<file path="src/inc/hsl_pkg.sv">
`default_nettype none
// shared constants and state layout for the horizontal sync lock and drive block
package hsl_pkg;
  // clock rate
  localparam int unsigned CLK_PERIOD_NS = 5;
  localparam int unsigned CLK_HZ        = 1_000_000_000 / CLK_PERIOD_NS;

  // counter width for line timing
  localparam int unsigned CNT_W = 16;

  // free-run span: 0.8 to 1.3 times nominal, held as tenths
  localparam int unsigned FR_LOW_X10  = 8;
  localparam int unsigned FR_HIGH_X10 = 13;

  // forced frequency multiples
  localparam int unsigned FORCE_2X = 2;
  localparam int unsigned FORCE_3X = 3;

  // duty span: 30 to 60 percent, as 1/256 fractions
  localparam logic [8:0] DUTY_MIN_Q8  = 9'h04D;
  localparam logic [8:0] DUTY_SPAN_Q8 = 9'h04D;

  // phase span: full code swing covers one tenth of the line either way
  localparam logic [7:0]  PHASE_CENTER = 8'h80;
  localparam int unsigned PHASE_DIV    = 1280;

  // settings after power-on
  localparam logic [7:0] FREE_RUN_RESET = 8'hFF;
  localparam logic [7:0] DUTY_RESET     = 8'hFF;

  // lock detector
  localparam logic [3:0]  LOCK_HITS     = 4'h8;
  localparam int unsigned WINDOW_SHIFT  = 4;
  localparam int unsigned GAIN_CATCH_SH = 2;
  localparam int unsigned GAIN_HOLD_SH  = 6;

  // serial control address bytes
  localparam logic [7:0] ADDR_WRITE = 8'h8C;
  localparam logic [7:0] ADDR_READ  = 8'h8D;

  // forced frequency selector codes
  localparam logic [1:0] FORCE_OFF = 2'h0;
  localparam logic [1:0] FORCE_X2  = 2'h1;
  localparam logic [1:0] FORCE_X3  = 2'h2;

  // complete block state
  typedef struct packed {
    logic [2:0]       hs_sync;
    logic [1:0]       fb_sync;
    logic [1:0]       xr_sync;
    logic [1:0]       lv_sync;
    logic [CNT_W-1:0] cnt;
    logic [CNT_W-1:0] pull;
    logic [CNT_W-1:0] since;
    logic [CNT_W-1:0] run_hi;
    logic [CNT_W-1:0] run_lo;
    logic [CNT_W-1:0] last_hi;
    logic [CNT_W-1:0] act_run;
    logic             pol;
    logic             vert;
    logic             locked;
    logic [3:0]       hits;
    logic             xray;
    logic             drive;
    logic             lock_out;
    logic             status;
    logic             regen;
    logic             addr_ack;
    logic             addr_rd;
  } hsl_state_t;

  localparam hsl_state_t STATE_RESET = '{hs_sync: 3'h7, status: 1'b1, default: '0}; // sync pipe at pulled-up idle
endpackage : hsl_pkg
`default_nettype wire

</file>
<file path="src/hsl_drive.sv">
`default_nettype none
// Contract
// lock pin high, status bit low together
// controller steps free-run down until locked
// either polarity, narrow pulses, leading edge sync
// wide pulses above quarter line mark vertical
// edges too early in line are dropped
// phase-frequency loop, large gain unlocked, small locked
// no loop correction during extracted vertical
// free-run 0.8 to 1.3, reset at 1.3
// sync always faster than free-run
// forced 2x/3x opens loop, fixed period
// phase reference shift plus/minus tenth line
// lock checked continuously, dropped on loss
// lock state available in read status
// drive duty 30 to 60, reset 60
// drive off: low supply, xray, flyback, disabled
// drive switch off while scan transistor off
// xray input inhibits drive and regulator
// xray latched, cleared by supply loss or command
// answer address bytes 8C write, 8D read
// lock after run of edges inside window
module hsl_drive #(
  parameter int unsigned NOM_PERIOD = 6400
) (
  // clock and reset
  input  wire  logic       ref_clk_i,
  input  wire  logic       reset_i,
  // pins
  input  wire  logic       hsync_composite_in,
  input  wire  logic       flyback_i,
  input  wire  logic       xray_i,
  input  wire  logic       supply_low_i,
  // control settings
  input  wire  logic [7:0] free_run_set_i,
  input  wire  logic [7:0] duty_set_i,
  input  wire  logic [7:0] phase_set_i,
  input  wire  logic [1:0] force_sel_i,
  input  wire  logic       drive_enable_i,
  input  wire  logic       xray_reset_i,
  // address byte check
  input  wire  logic [7:0] addr_byte_i,
  input  wire  logic       addr_valid_i,
  // outputs
  output logic             hdrive_o,
  output logic             lock_o,
  output logic             lock_status_bit_o,
  output logic             xray_status_o,
  output logic             regulator_enable_o,
  output logic             vsync_extract_o,
  output logic             sync_polarity_o,
  output logic             addr_match_o,
  output logic             addr_read_o
);

  // line periods in clock cycles
  localparam int unsigned P_SLOW = NOM_PERIOD * 10 / hsl_pkg::FR_LOW_X10;
  localparam int unsigned P_FAST = NOM_PERIOD * 10 / hsl_pkg::FR_HIGH_X10;
  localparam int unsigned P_2X   = NOM_PERIOD / hsl_pkg::FORCE_2X;
  localparam int unsigned P_3X   = NOM_PERIOD / hsl_pkg::FORCE_3X;
  localparam int unsigned W      = hsl_pkg::CNT_W;

  hsl_pkg::hsl_state_t st_q;
  hsl_pkg::hsl_state_t st_d;

  // next-state logic
  always_comb begin
    logic [31:0] fr_span;
    logic [31:0] free_per;
    logic [31:0] per;
    logic [31:0] duty_q8;
    logic [31:0] on_cyc;
    logic signed [33:0] ofs;
    logic signed [33:0] ref_pt;
    logic signed [33:0] err;
    logic signed [33:0] abs_err;
    logic signed [33:0] step;
    logic signed [33:0] pull_new;
    logic signed [33:0] pull_max;
    logic signed [33:0] ph_diff;
    logic signed [33:0] cnt_adj;
    logic        raw;
    logic        raw_d;
    logic        s_now;
    logic        s_old;
    logic        lead;
    logic        accept;
    logic        hit;
    logic        forced;
    logic        xr;
    logic        lv;
    logic        fb;
    fr_span  = 32'(P_SLOW - P_FAST);
    free_per = '0;
    per      = '0;
    duty_q8  = '0;
    on_cyc   = '0;
    ofs      = '0;
    ref_pt   = '0;
    err      = '0;
    abs_err  = '0;
    step     = '0;
    pull_new = '0;
    pull_max = '0;
    ph_diff  = '0;
    cnt_adj  = '0;
    raw      = 1'b0;
    raw_d    = 1'b0;
    s_now    = 1'b0;
    s_old    = 1'b0;
    lead     = 1'b0;
    accept   = 1'b0;
    hit      = 1'b0;
    forced   = 1'b0;
    xr       = 1'b0;
    lv       = 1'b0;
    fb       = 1'b0;
    st_d     = st_q;

    // pin synchronisers
    st_d.hs_sync = {st_q.hs_sync[1:0], hsync_composite_in};
    st_d.fb_sync = {st_q.fb_sync[0], flyback_i};
    st_d.xr_sync = {st_q.xr_sync[0], xray_i};
    st_d.lv_sync = {st_q.lv_sync[0], supply_low_i};
    // second and third flops give the edge pair
    raw   = st_q.hs_sync[1];
    raw_d = st_q.hs_sync[2];
    fb    = st_q.fb_sync[1];
    xr    = st_q.xr_sync[1];
    lv    = st_q.lv_sync[1];

    // free-run period, top code is the fast end
    free_per = 32'(P_FAST) + ((fr_span * {24'h0000_00, 8'hFF - free_run_set_i}) >> 8);
    // the loop may shorten the line by up to three quarters
    pull_max = 34'(free_per - (free_per >> 2));

    // forced multiples hold a fixed period
    case (force_sel_i)
      hsl_pkg::FORCE_X2: begin
        forced = 1'b1;
        per    = 32'(P_2X);
      end
      hsl_pkg::FORCE_X3: begin
        forced = 1'b1;
        per    = 32'(P_3X);
      end
      default: begin
        forced = 1'b0;
        per    = free_per - {16'h0000, st_q.pull};
      end
    endcase

    // line oscillator
    if (32'(st_q.cnt) >= per - 32'h0000_0001) begin
      st_d.cnt = '0;
    end else begin
      st_d.cnt = st_q.cnt + 1'b1;
    end

    // polarity from high and low run lengths
    if (raw) begin
      st_d.run_hi = (st_q.run_hi == '1) ? st_q.run_hi : st_q.run_hi + 1'b1;
    end else begin
      st_d.run_lo = (st_q.run_lo == '1) ? st_q.run_lo : st_q.run_lo + 1'b1;
    end
    // run lengths latched at each pin edge
    if (raw && !raw_d) begin
      st_d.pol    = (st_q.last_hi > st_q.run_lo);
      st_d.run_lo = '0;
    end
    if (!raw && raw_d) begin
      st_d.last_hi = st_q.run_hi;
      st_d.run_hi  = '0;
    end

    // internal sync, active high whatever the input polarity
    s_now = raw ^ st_q.pol;
    s_old = raw_d ^ st_q.pol;
    lead  = s_now && !s_old;

    // wide pulse integration extracts vertical
    if (s_now) begin
      st_d.act_run = (st_q.act_run == '1) ? st_q.act_run : st_q.act_run + 1'b1;
    end else begin
      st_d.act_run = '0;
    end
    // a level held for many lines is an idle or stuck pin, not a vertical pulse
    st_d.vert = s_now && (32'(st_q.act_run) > (per >> 2))
                && (32'(st_q.act_run) < (per << 3));

    // time since last accepted edge
    st_d.since = (st_q.since == '1) ? st_q.since : st_q.since + 1'b1;
    // edges too soon after the last one are equalizing pulses
    accept = lead && (32'(st_q.since) >= ((per * 32'h0000_0003) >> 2));
    if (accept) begin
      st_d.since = '0;
    end

    // phase reference with offset
    // signed so that codes below centre move the reference earlier
    ph_diff = signed'(34'(phase_set_i)) - signed'(34'(hsl_pkg::PHASE_CENTER));
    ofs    = (signed'(34'(per)) * ph_diff) / signed'(34'(hsl_pkg::PHASE_DIV));
    ref_pt = 34'(per >> 1) + ofs;
    err    = 34'(st_q.cnt) - ref_pt;
    // window test on the magnitude of the phase error
    abs_err = (err < 0) ? -err : err;
    hit    = abs_err < 34'(per >> hsl_pkg::WINDOW_SHIFT);

    // lock detector
    if (accept) begin
      if (hit) begin
        st_d.hits = (st_q.hits == hsl_pkg::LOCK_HITS) ? st_q.hits : st_q.hits + 1'b1;
      end else begin
        st_d.hits = '0;
      end
    end
    // no accepted edge for two lines drops lock
    if (32'(st_q.since) > (per << 1)) begin
      st_d.hits = '0;
    end
    // locked once the run of hits is complete
    st_d.locked = (st_d.hits == hsl_pkg::LOCK_HITS);

    // loop correction, gain chosen by lock state
    if (st_q.locked) begin
      step = err >>> hsl_pkg::GAIN_HOLD_SH;
    end else begin
      step = err >>> hsl_pkg::GAIN_CATCH_SH;
    end
    // integral path: the pull sets the line period
    pull_new = 34'(st_q.pull) - step;
    // clamp keeps the period inside the loop range
    if (pull_new < 0) begin
      pull_new = '0;
    end else if (pull_new > pull_max) begin
      pull_new = pull_max;
    end
    // proportional path: move the ramp part of the way toward the reference,
    // which damps the loop so that it settles instead of ringing
    cnt_adj = 34'(st_q.cnt) + 34'h0_0000_0001 - step;
    if (cnt_adj >= 34'(per)) begin
      cnt_adj = '0;
    end
    if (accept && !st_q.vert && !forced) begin
      st_d.pull = pull_new[W-1:0];
      st_d.cnt  = cnt_adj[W-1:0];
    end

    // forced multiples open the loop and park the pull
    if (forced) begin
      st_d.pull = '0;
    end

    // xray latch, set wins over clear
    st_d.xray = xr || (st_q.xray && !xray_reset_i && !lv);

    // drive shaping and inhibits
    duty_q8 = 32'(hsl_pkg::DUTY_MIN_Q8) + ((32'(hsl_pkg::DUTY_SPAN_Q8) * {24'h0000_00, duty_set_i}) >> 8);
    // on time as a fraction of the current line
    on_cyc  = (per * duty_q8) >> 8;
    st_d.drive = (32'(st_q.cnt) < on_cyc)
                 && drive_enable_i && !lv && !fb
                 && !xr && !st_q.xray;

    // regulator enable shares the xray inhibit
    st_d.regen = !xr && !st_q.xray && !lv;

    // lock reporting
    st_d.lock_out = st_d.locked;
    st_d.status   = !st_d.locked;

    // address byte recognition
    if (addr_valid_i) begin
      st_d.addr_ack = (addr_byte_i == hsl_pkg::ADDR_WRITE) || (addr_byte_i == hsl_pkg::ADDR_READ);
      st_d.addr_rd  = (addr_byte_i == hsl_pkg::ADDR_READ);
    end else begin
      st_d.addr_ack = 1'b0;
      st_d.addr_rd  = 1'b0;
    end
  end

  // state register
  always_ff @(posedge ref_clk_i) begin
    if (reset_i) begin
      st_q <= hsl_pkg::STATE_RESET;
    end else begin
      st_q <= st_d;
    end
  end

  // outputs straight from state
  assign hdrive_o           = st_q.drive;
  assign lock_o             = st_q.lock_out;
  assign lock_status_bit_o  = st_q.status;
  assign xray_status_o      = st_q.xray;
  assign regulator_enable_o = st_q.regen;
  assign vsync_extract_o    = st_q.vert;
  assign sync_polarity_o    = st_q.pol;
  assign addr_match_o       = st_q.addr_ack;
  assign addr_read_o        = st_q.addr_rd;

endmodule // hsl_drive
`default_nettype wire

</file>
<file path="config.mk">
export PLATFORM = sky130hd
export DESIGN_NAME = hsl_drive
export DESIGN_NICKNAME = d
export VERILOG_FILES = /design/src/inc/hsl_pkg.sv /design/src/hsl_drive.sv
export SDC_FILE = /design/constraint.sdc
export NUM_CORES = 2
export LEC_CHECK = 0
export BUFFER_PORTS_ARGS = -buffer_cell sky130_fd_sc_hd__buf_2
export CAP_MARGIN = 5
export CORE_ASPECT_RATIO = 2
export CORE_UTILIZATION = 61
export CTS_CLUSTER_SIZE = 10
export DETAILED_ROUTE_END_ITERATION = 16
export GPL_ROUTABILITY_DRIVEN = 0
export GPL_TIMING_DRIVEN = 0
export PLACE_DENSITY = 0.86
export SYNTH_ARGS = -nofsm -noshare
export SYNTH_HDL_FRONTEND = slang
export SYNTH_SLANG_ARGS = --single-unit
export TNS_END_PERCENT = 50
</file>
<file path="constraint.sdc">
create_clock -name ref_clk_i -period 30.8 [get_ports ref_clk_i]
set_clock_uncertainty 0.2 [all_clocks]
set_input_delay 4.62 -clock ref_clk_i [delete_from_list [all_inputs] [get_ports ref_clk_i]]
set_output_delay 4.62 -clock ref_clk_i [all_outputs]
set_load 0.005 [all_outputs]
</file>
==> results.json, run 1 <==
{
  "yosysTopAreaCell": "ha_1",
  "rows": 124,
  "netlist_area_um2": 35100,
  "yosys_warnings": 0,
  "ios": 52,
  "status": "did not finish",
  "overflow": 49,
  "synth_cells": 4527,
  "grt_pass1_vias": 41900,
  "dieHeight_um": 341,
  "cts-root-buf": "clkbuf_16",
  "clk_path_buf_depth": 2,
  "yosys-top-cells-count": "ha_1, inv_1, nand2_1",
  "dpl_worst_slack_ps": -7430,
  "synthesis.nets": 5386,
  "stop_stage": "5_1_grt",
  "dpl.hpwl_um": 91700,
  "grt_max_degree": 33,
  "synth.distinct_cells": 111,
  "cts_inserted_buffers": 17,
  "yosysMostFrequentCell": "ha_1",
  "placed_area_um2": 36400,
  "yosys-top-cells-area": "ha_1, fa_1, dfxtp_1",
  "ys_ff_latch": 134,
  "synth_edf_count": 0,
  "synth-main-ff-cell": "dfxtp_1",
  "syn_area_per_cell_um2": 7.76,
  "synthArstFlopShare_pct": 0,
  "htreeDepth": 4,
  "cts_sinks": 134,
  "synth_top_cell_area_share_pct": 19.2,
  "start_util_pct": 61.5,
  "fp.dieW_um": 172,
  "grt_pass1_wl_um": 230000,
  "port_buffers": 46,
  "track_usage_pct": 51.7,
  "ctsHoldBuffers": 0,
  "firstError": "[ERROR GRT-0116] Global routing finished with congestion. Check the congestion regions in the DRC Viewer.",
  "ys_seq_area_share_pct": 7.63
}
through the flow:
stage                     instances  utilization, %
after global placement         5329            63.8
after detailed placement       5329            63.8
after floorplan                4527               -
after CTS                      5540            71.0
metal layers:
layer | global-route usage (%) | GRT overflow
met1 | 48.0 | 0
met2 | 75.6 | 28
met3 | 28.4 | 1
met4 | 54.8 | 20
met5 | 10.1 | 0
cells by family after synthesis:
logic type / Yosys count / synth area share [%]
buffers and inverters: 645 / 7.02
XOR/XNOR: 324 / 8.10
flip-flops: 134 / 7.63
AO/OA/AOI/OAI: 999 / 19.3
adder cells (fa/ha/maj): 831 / 35.4
AND/OR/NAND/NOR: 1560 / 21.6
multiplexers: 34 / 0.997
repair_timing:
action,in CTS
cloned,1
endpoints found under the setup margin,38
setup buffers,188
resized for setup,455
pin swaps,178
==> run 2: changes to the inputs <==
--- a/config.mk
+++ b/config.mk
@@ -7,13 +7,11 @@
 export LEC_CHECK = 0
 export BUFFER_PORTS_ARGS = -buffer_cell sky130_fd_sc_hd__buf_2
 export CAP_MARGIN = 5
-export CORE_ASPECT_RATIO = 2
-export CORE_UTILIZATION = 61
-export CTS_CLUSTER_SIZE = 10
+export CORE_UTILIZATION = 40
 export DETAILED_ROUTE_END_ITERATION = 16
 export GPL_ROUTABILITY_DRIVEN = 0
 export GPL_TIMING_DRIVEN = 0
-export PLACE_DENSITY = 0.86
+export PLACE_DENSITY_LB_ADDON = 0.15
 export SYNTH_ARGS = -nofsm -noshare
 export SYNTH_HDL_FRONTEND = slang
 export SYNTH_SLANG_ARGS = --single-unit
==> constraint.sdc (replaced) <==
create_clock -name ref_clk_i -period 40 [get_ports ref_clk_i]
set_clock_uncertainty 0.2 [all_clocks]
set_input_delay 6 -clock ref_clk_i [delete_from_list [all_inputs] [get_ports ref_clk_i]]
set_output_delay 6 -clock ref_clk_i [all_outputs]
set_load 0.005 [all_outputs]
==> run 2 against run 1 <==
Compared with the run above:
- the flow now finishes without violations
- synthesized cell count stayed put
- area after synthesis unchanged
==> results.json, run 2 <==
{
  "status": "completed",
  "critPathLaunchType": "primary input",
  "r2r-start": "st_q[95]$_SDFFE_PP0P_",
  "dpl.hpwl_um": 88400,
  "layout_commonest_cell": "ha_1",
  "critPathTopFamily": "compound AO/OA/AOI/OAI gates",
  "relSlewSlack_pct": 9.15,
  "cts-root-buf": "clkbuf_16",
  "yosys_warnings": 0,
  "finalSetupViolCount": 0,
  "arrival_ps": 37970,
  "timing.fmax_ghz": 0.0264,
  "syn_area_per_cell_um2": 7.76,
  "placed_area_um2": 36800,
  "die_area_um2": 89000,
  "startpoint": "free_run_set_i[7]",
  "period_share_pct": 94.5,
  "yosysTopAreaCell": "ha_1",
  "final_max_slew_viol_count": 0,
  "rsz0062_at_grt": "no",
  "drive_gt1_share_pct": 5.92,
  "clk_pin_slew_ps": 90,
  "yosysMostFrequentCell": "ha_1",
  "fin_setup_tns_ps": 0,
  "fp.dieW_um": 298,
  "maxCapViolations": 0,
  "synth.distinct_cells": 111,
  "track_usage_pct": 24.6,
  "area_delta_synth_final_pct": 7.23,
  "dr.pass1.iters": 6,
  "synth_top_cell_area_share_pct": 19.2,
  "dieHeight_um": 298,
  "coreArea_um2": 86900,
  "grt_pass1_wl_um": 174000,
  "synth_edf_count": 0,
  "slowest_stage": "nor4_2",
  "grt_max_degree": 33,
  "viasPerCell": 5.57,
  "synthArstFlopShare_pct": 0,
  "slowest_delay_ps": 580,
  "port_buffers": 46,
  "nets": 5455,
  "drcViolationCount": 0,
  "overflow": 0,
  "tightest_slew_ps": 1350,
  "drt_iter0_markers": 2314,
  "yosys-top-cells-area": "ha_1, fa_1, dfxtp_1",
  "fillers": 8918,
  "yosys-top-cells-count": "ha_1, inv_1, nand2_1",
  "final_cell_mix": "ha_1, inv_1, nand2_1, nor2_1",
  "ctsHoldBuffers": 0,
  "clk_path_buf_depth": 2,
  "period_needed_ps": 37810,
  "rows": 108,
  "hp-class": "register to register",
  "cp_max_fo": 14,
  "cp_common_cell": "o21ai_0",
  "synth-main-ff-cell": "dfxtp_1",
  "clk_latency_ps": 520,
  "grt_pass1_vias": 30800,
  "end_kind": "register",
  "postRouteAntennaNets": 0,
  "avgRoutedWirePerCell_um": 18.8,
  "cts_tree": "built",
  "largest_reg_flops": 120,
  "ys_ff_latch": 134,
  "grt_antenna_before_repair": 5,
  "synth_cells": 4527,
  "required_ps": 40160,
  "postLayoutCellArea_um2": 37700,
  "cts_inserted_buffers": 17,
  "finalHoldViolCount": 0,
  "critPathKind": "primary input to register",
  "ys_seq_area_share_pct": 7.63,
  "route.final.wire_length_um": 109000,
  "cp_num_buf_inv": 13,
  "worstHoldStart": "st_q[131]$_SDFF_PP0_",
  "max_flop_register": "st_q",
  "htreeDepth": 4,
  "start_util_pct": 40.4,
  "netlist_area_um2": 35100,
  "vias": 32100,
  "ios": 52,
  "final_core_util_pct": 43.4,
  "synthesis.nets": 5386,
  "cts_sinks": 134
}
## run 2: cell counts after synthesis
Identical to the previous run, type by type.
## run 2: worst paths after layout
path	slack [ps]	endpoint	cells after the start
worst max-delay path	2190	lock_status_bit_o$_SDFF_PP1_	134
worst min-delay path	150	hdrive_o$_SDFF_PP0_	1
worst max register to register	9790	lock_status_bit_o$_SDFF_PP1_	126
worst min register to register	150	hdrive_o$_SDFF_PP0_	1
## run 2: cells by family (layout without fill, tap and decap cells)
group | after synthesis | after routing | synth area share [%]
xor gates and xnor gates | 324 | 324 | 8.10
DFF | 134 | 134 | 7.63
buffers and inverters | 645 | 727 | 7.02
and+or+nand+nor | 1560 | 1560 | 21.6
other | 0 | 1 | 0
AOI/OAI and AO/OA | 999 | 999 | 19.3
adders and majority gates | 831 | 831 | 35.4
muxes | 34 | 34 | 0.997
## run 2: per-layer routing
metal  vias up  GRT usage (%)  wire (µm)
li1      15800              -          -
met1     15300           34.1      50800
met2       836           40.0      49200
met3       126           2.76       5310
met4         0           7.74       3340
met5         -              0          0
## run 2: layout make-up
type / instances / area (µm²) / share of cell area, %
Clock inverter: 14 / 166 / 0.442
Antenna cell: 1 / 2.50 / 0.00664
Inverter: 487 / 1840 / 4.87
Clock buffer: 18 / 429 / 1.14
Multi-Input combinational cell: 3748 / 30200 / 80.1
Timing Repair Buffer: 52 / 273 / 0.724
Tap cell: 1155 / 1450 / 3.84
Buffer: 156 / 653 / 1.73
Sequential cell: 134 / 2680 / 7.12
## run 2: timing repair
item,in CTS,in global routing
setup endpoints to repair,1,38
pin swaps,0,3
gates resized for setup,1,68
gates cloned,0,0
buffers inserted,0,5
## run 2: through the flow
step	cells	hold slack (ps)	setup slack, ps
2_1_floorplan	4527	173	7000
3_3_place_gp	5728	179	-751
3_5_place_dp	5728	185	-654
4_1_cts	5759	153	100
5_1_grt	5764	175	48.8
6_report	5765	151	2190
Power of run 2 is not shown: default switching activity piles up to over one toggle a cycle in this logic, so the estimate is an artifact.
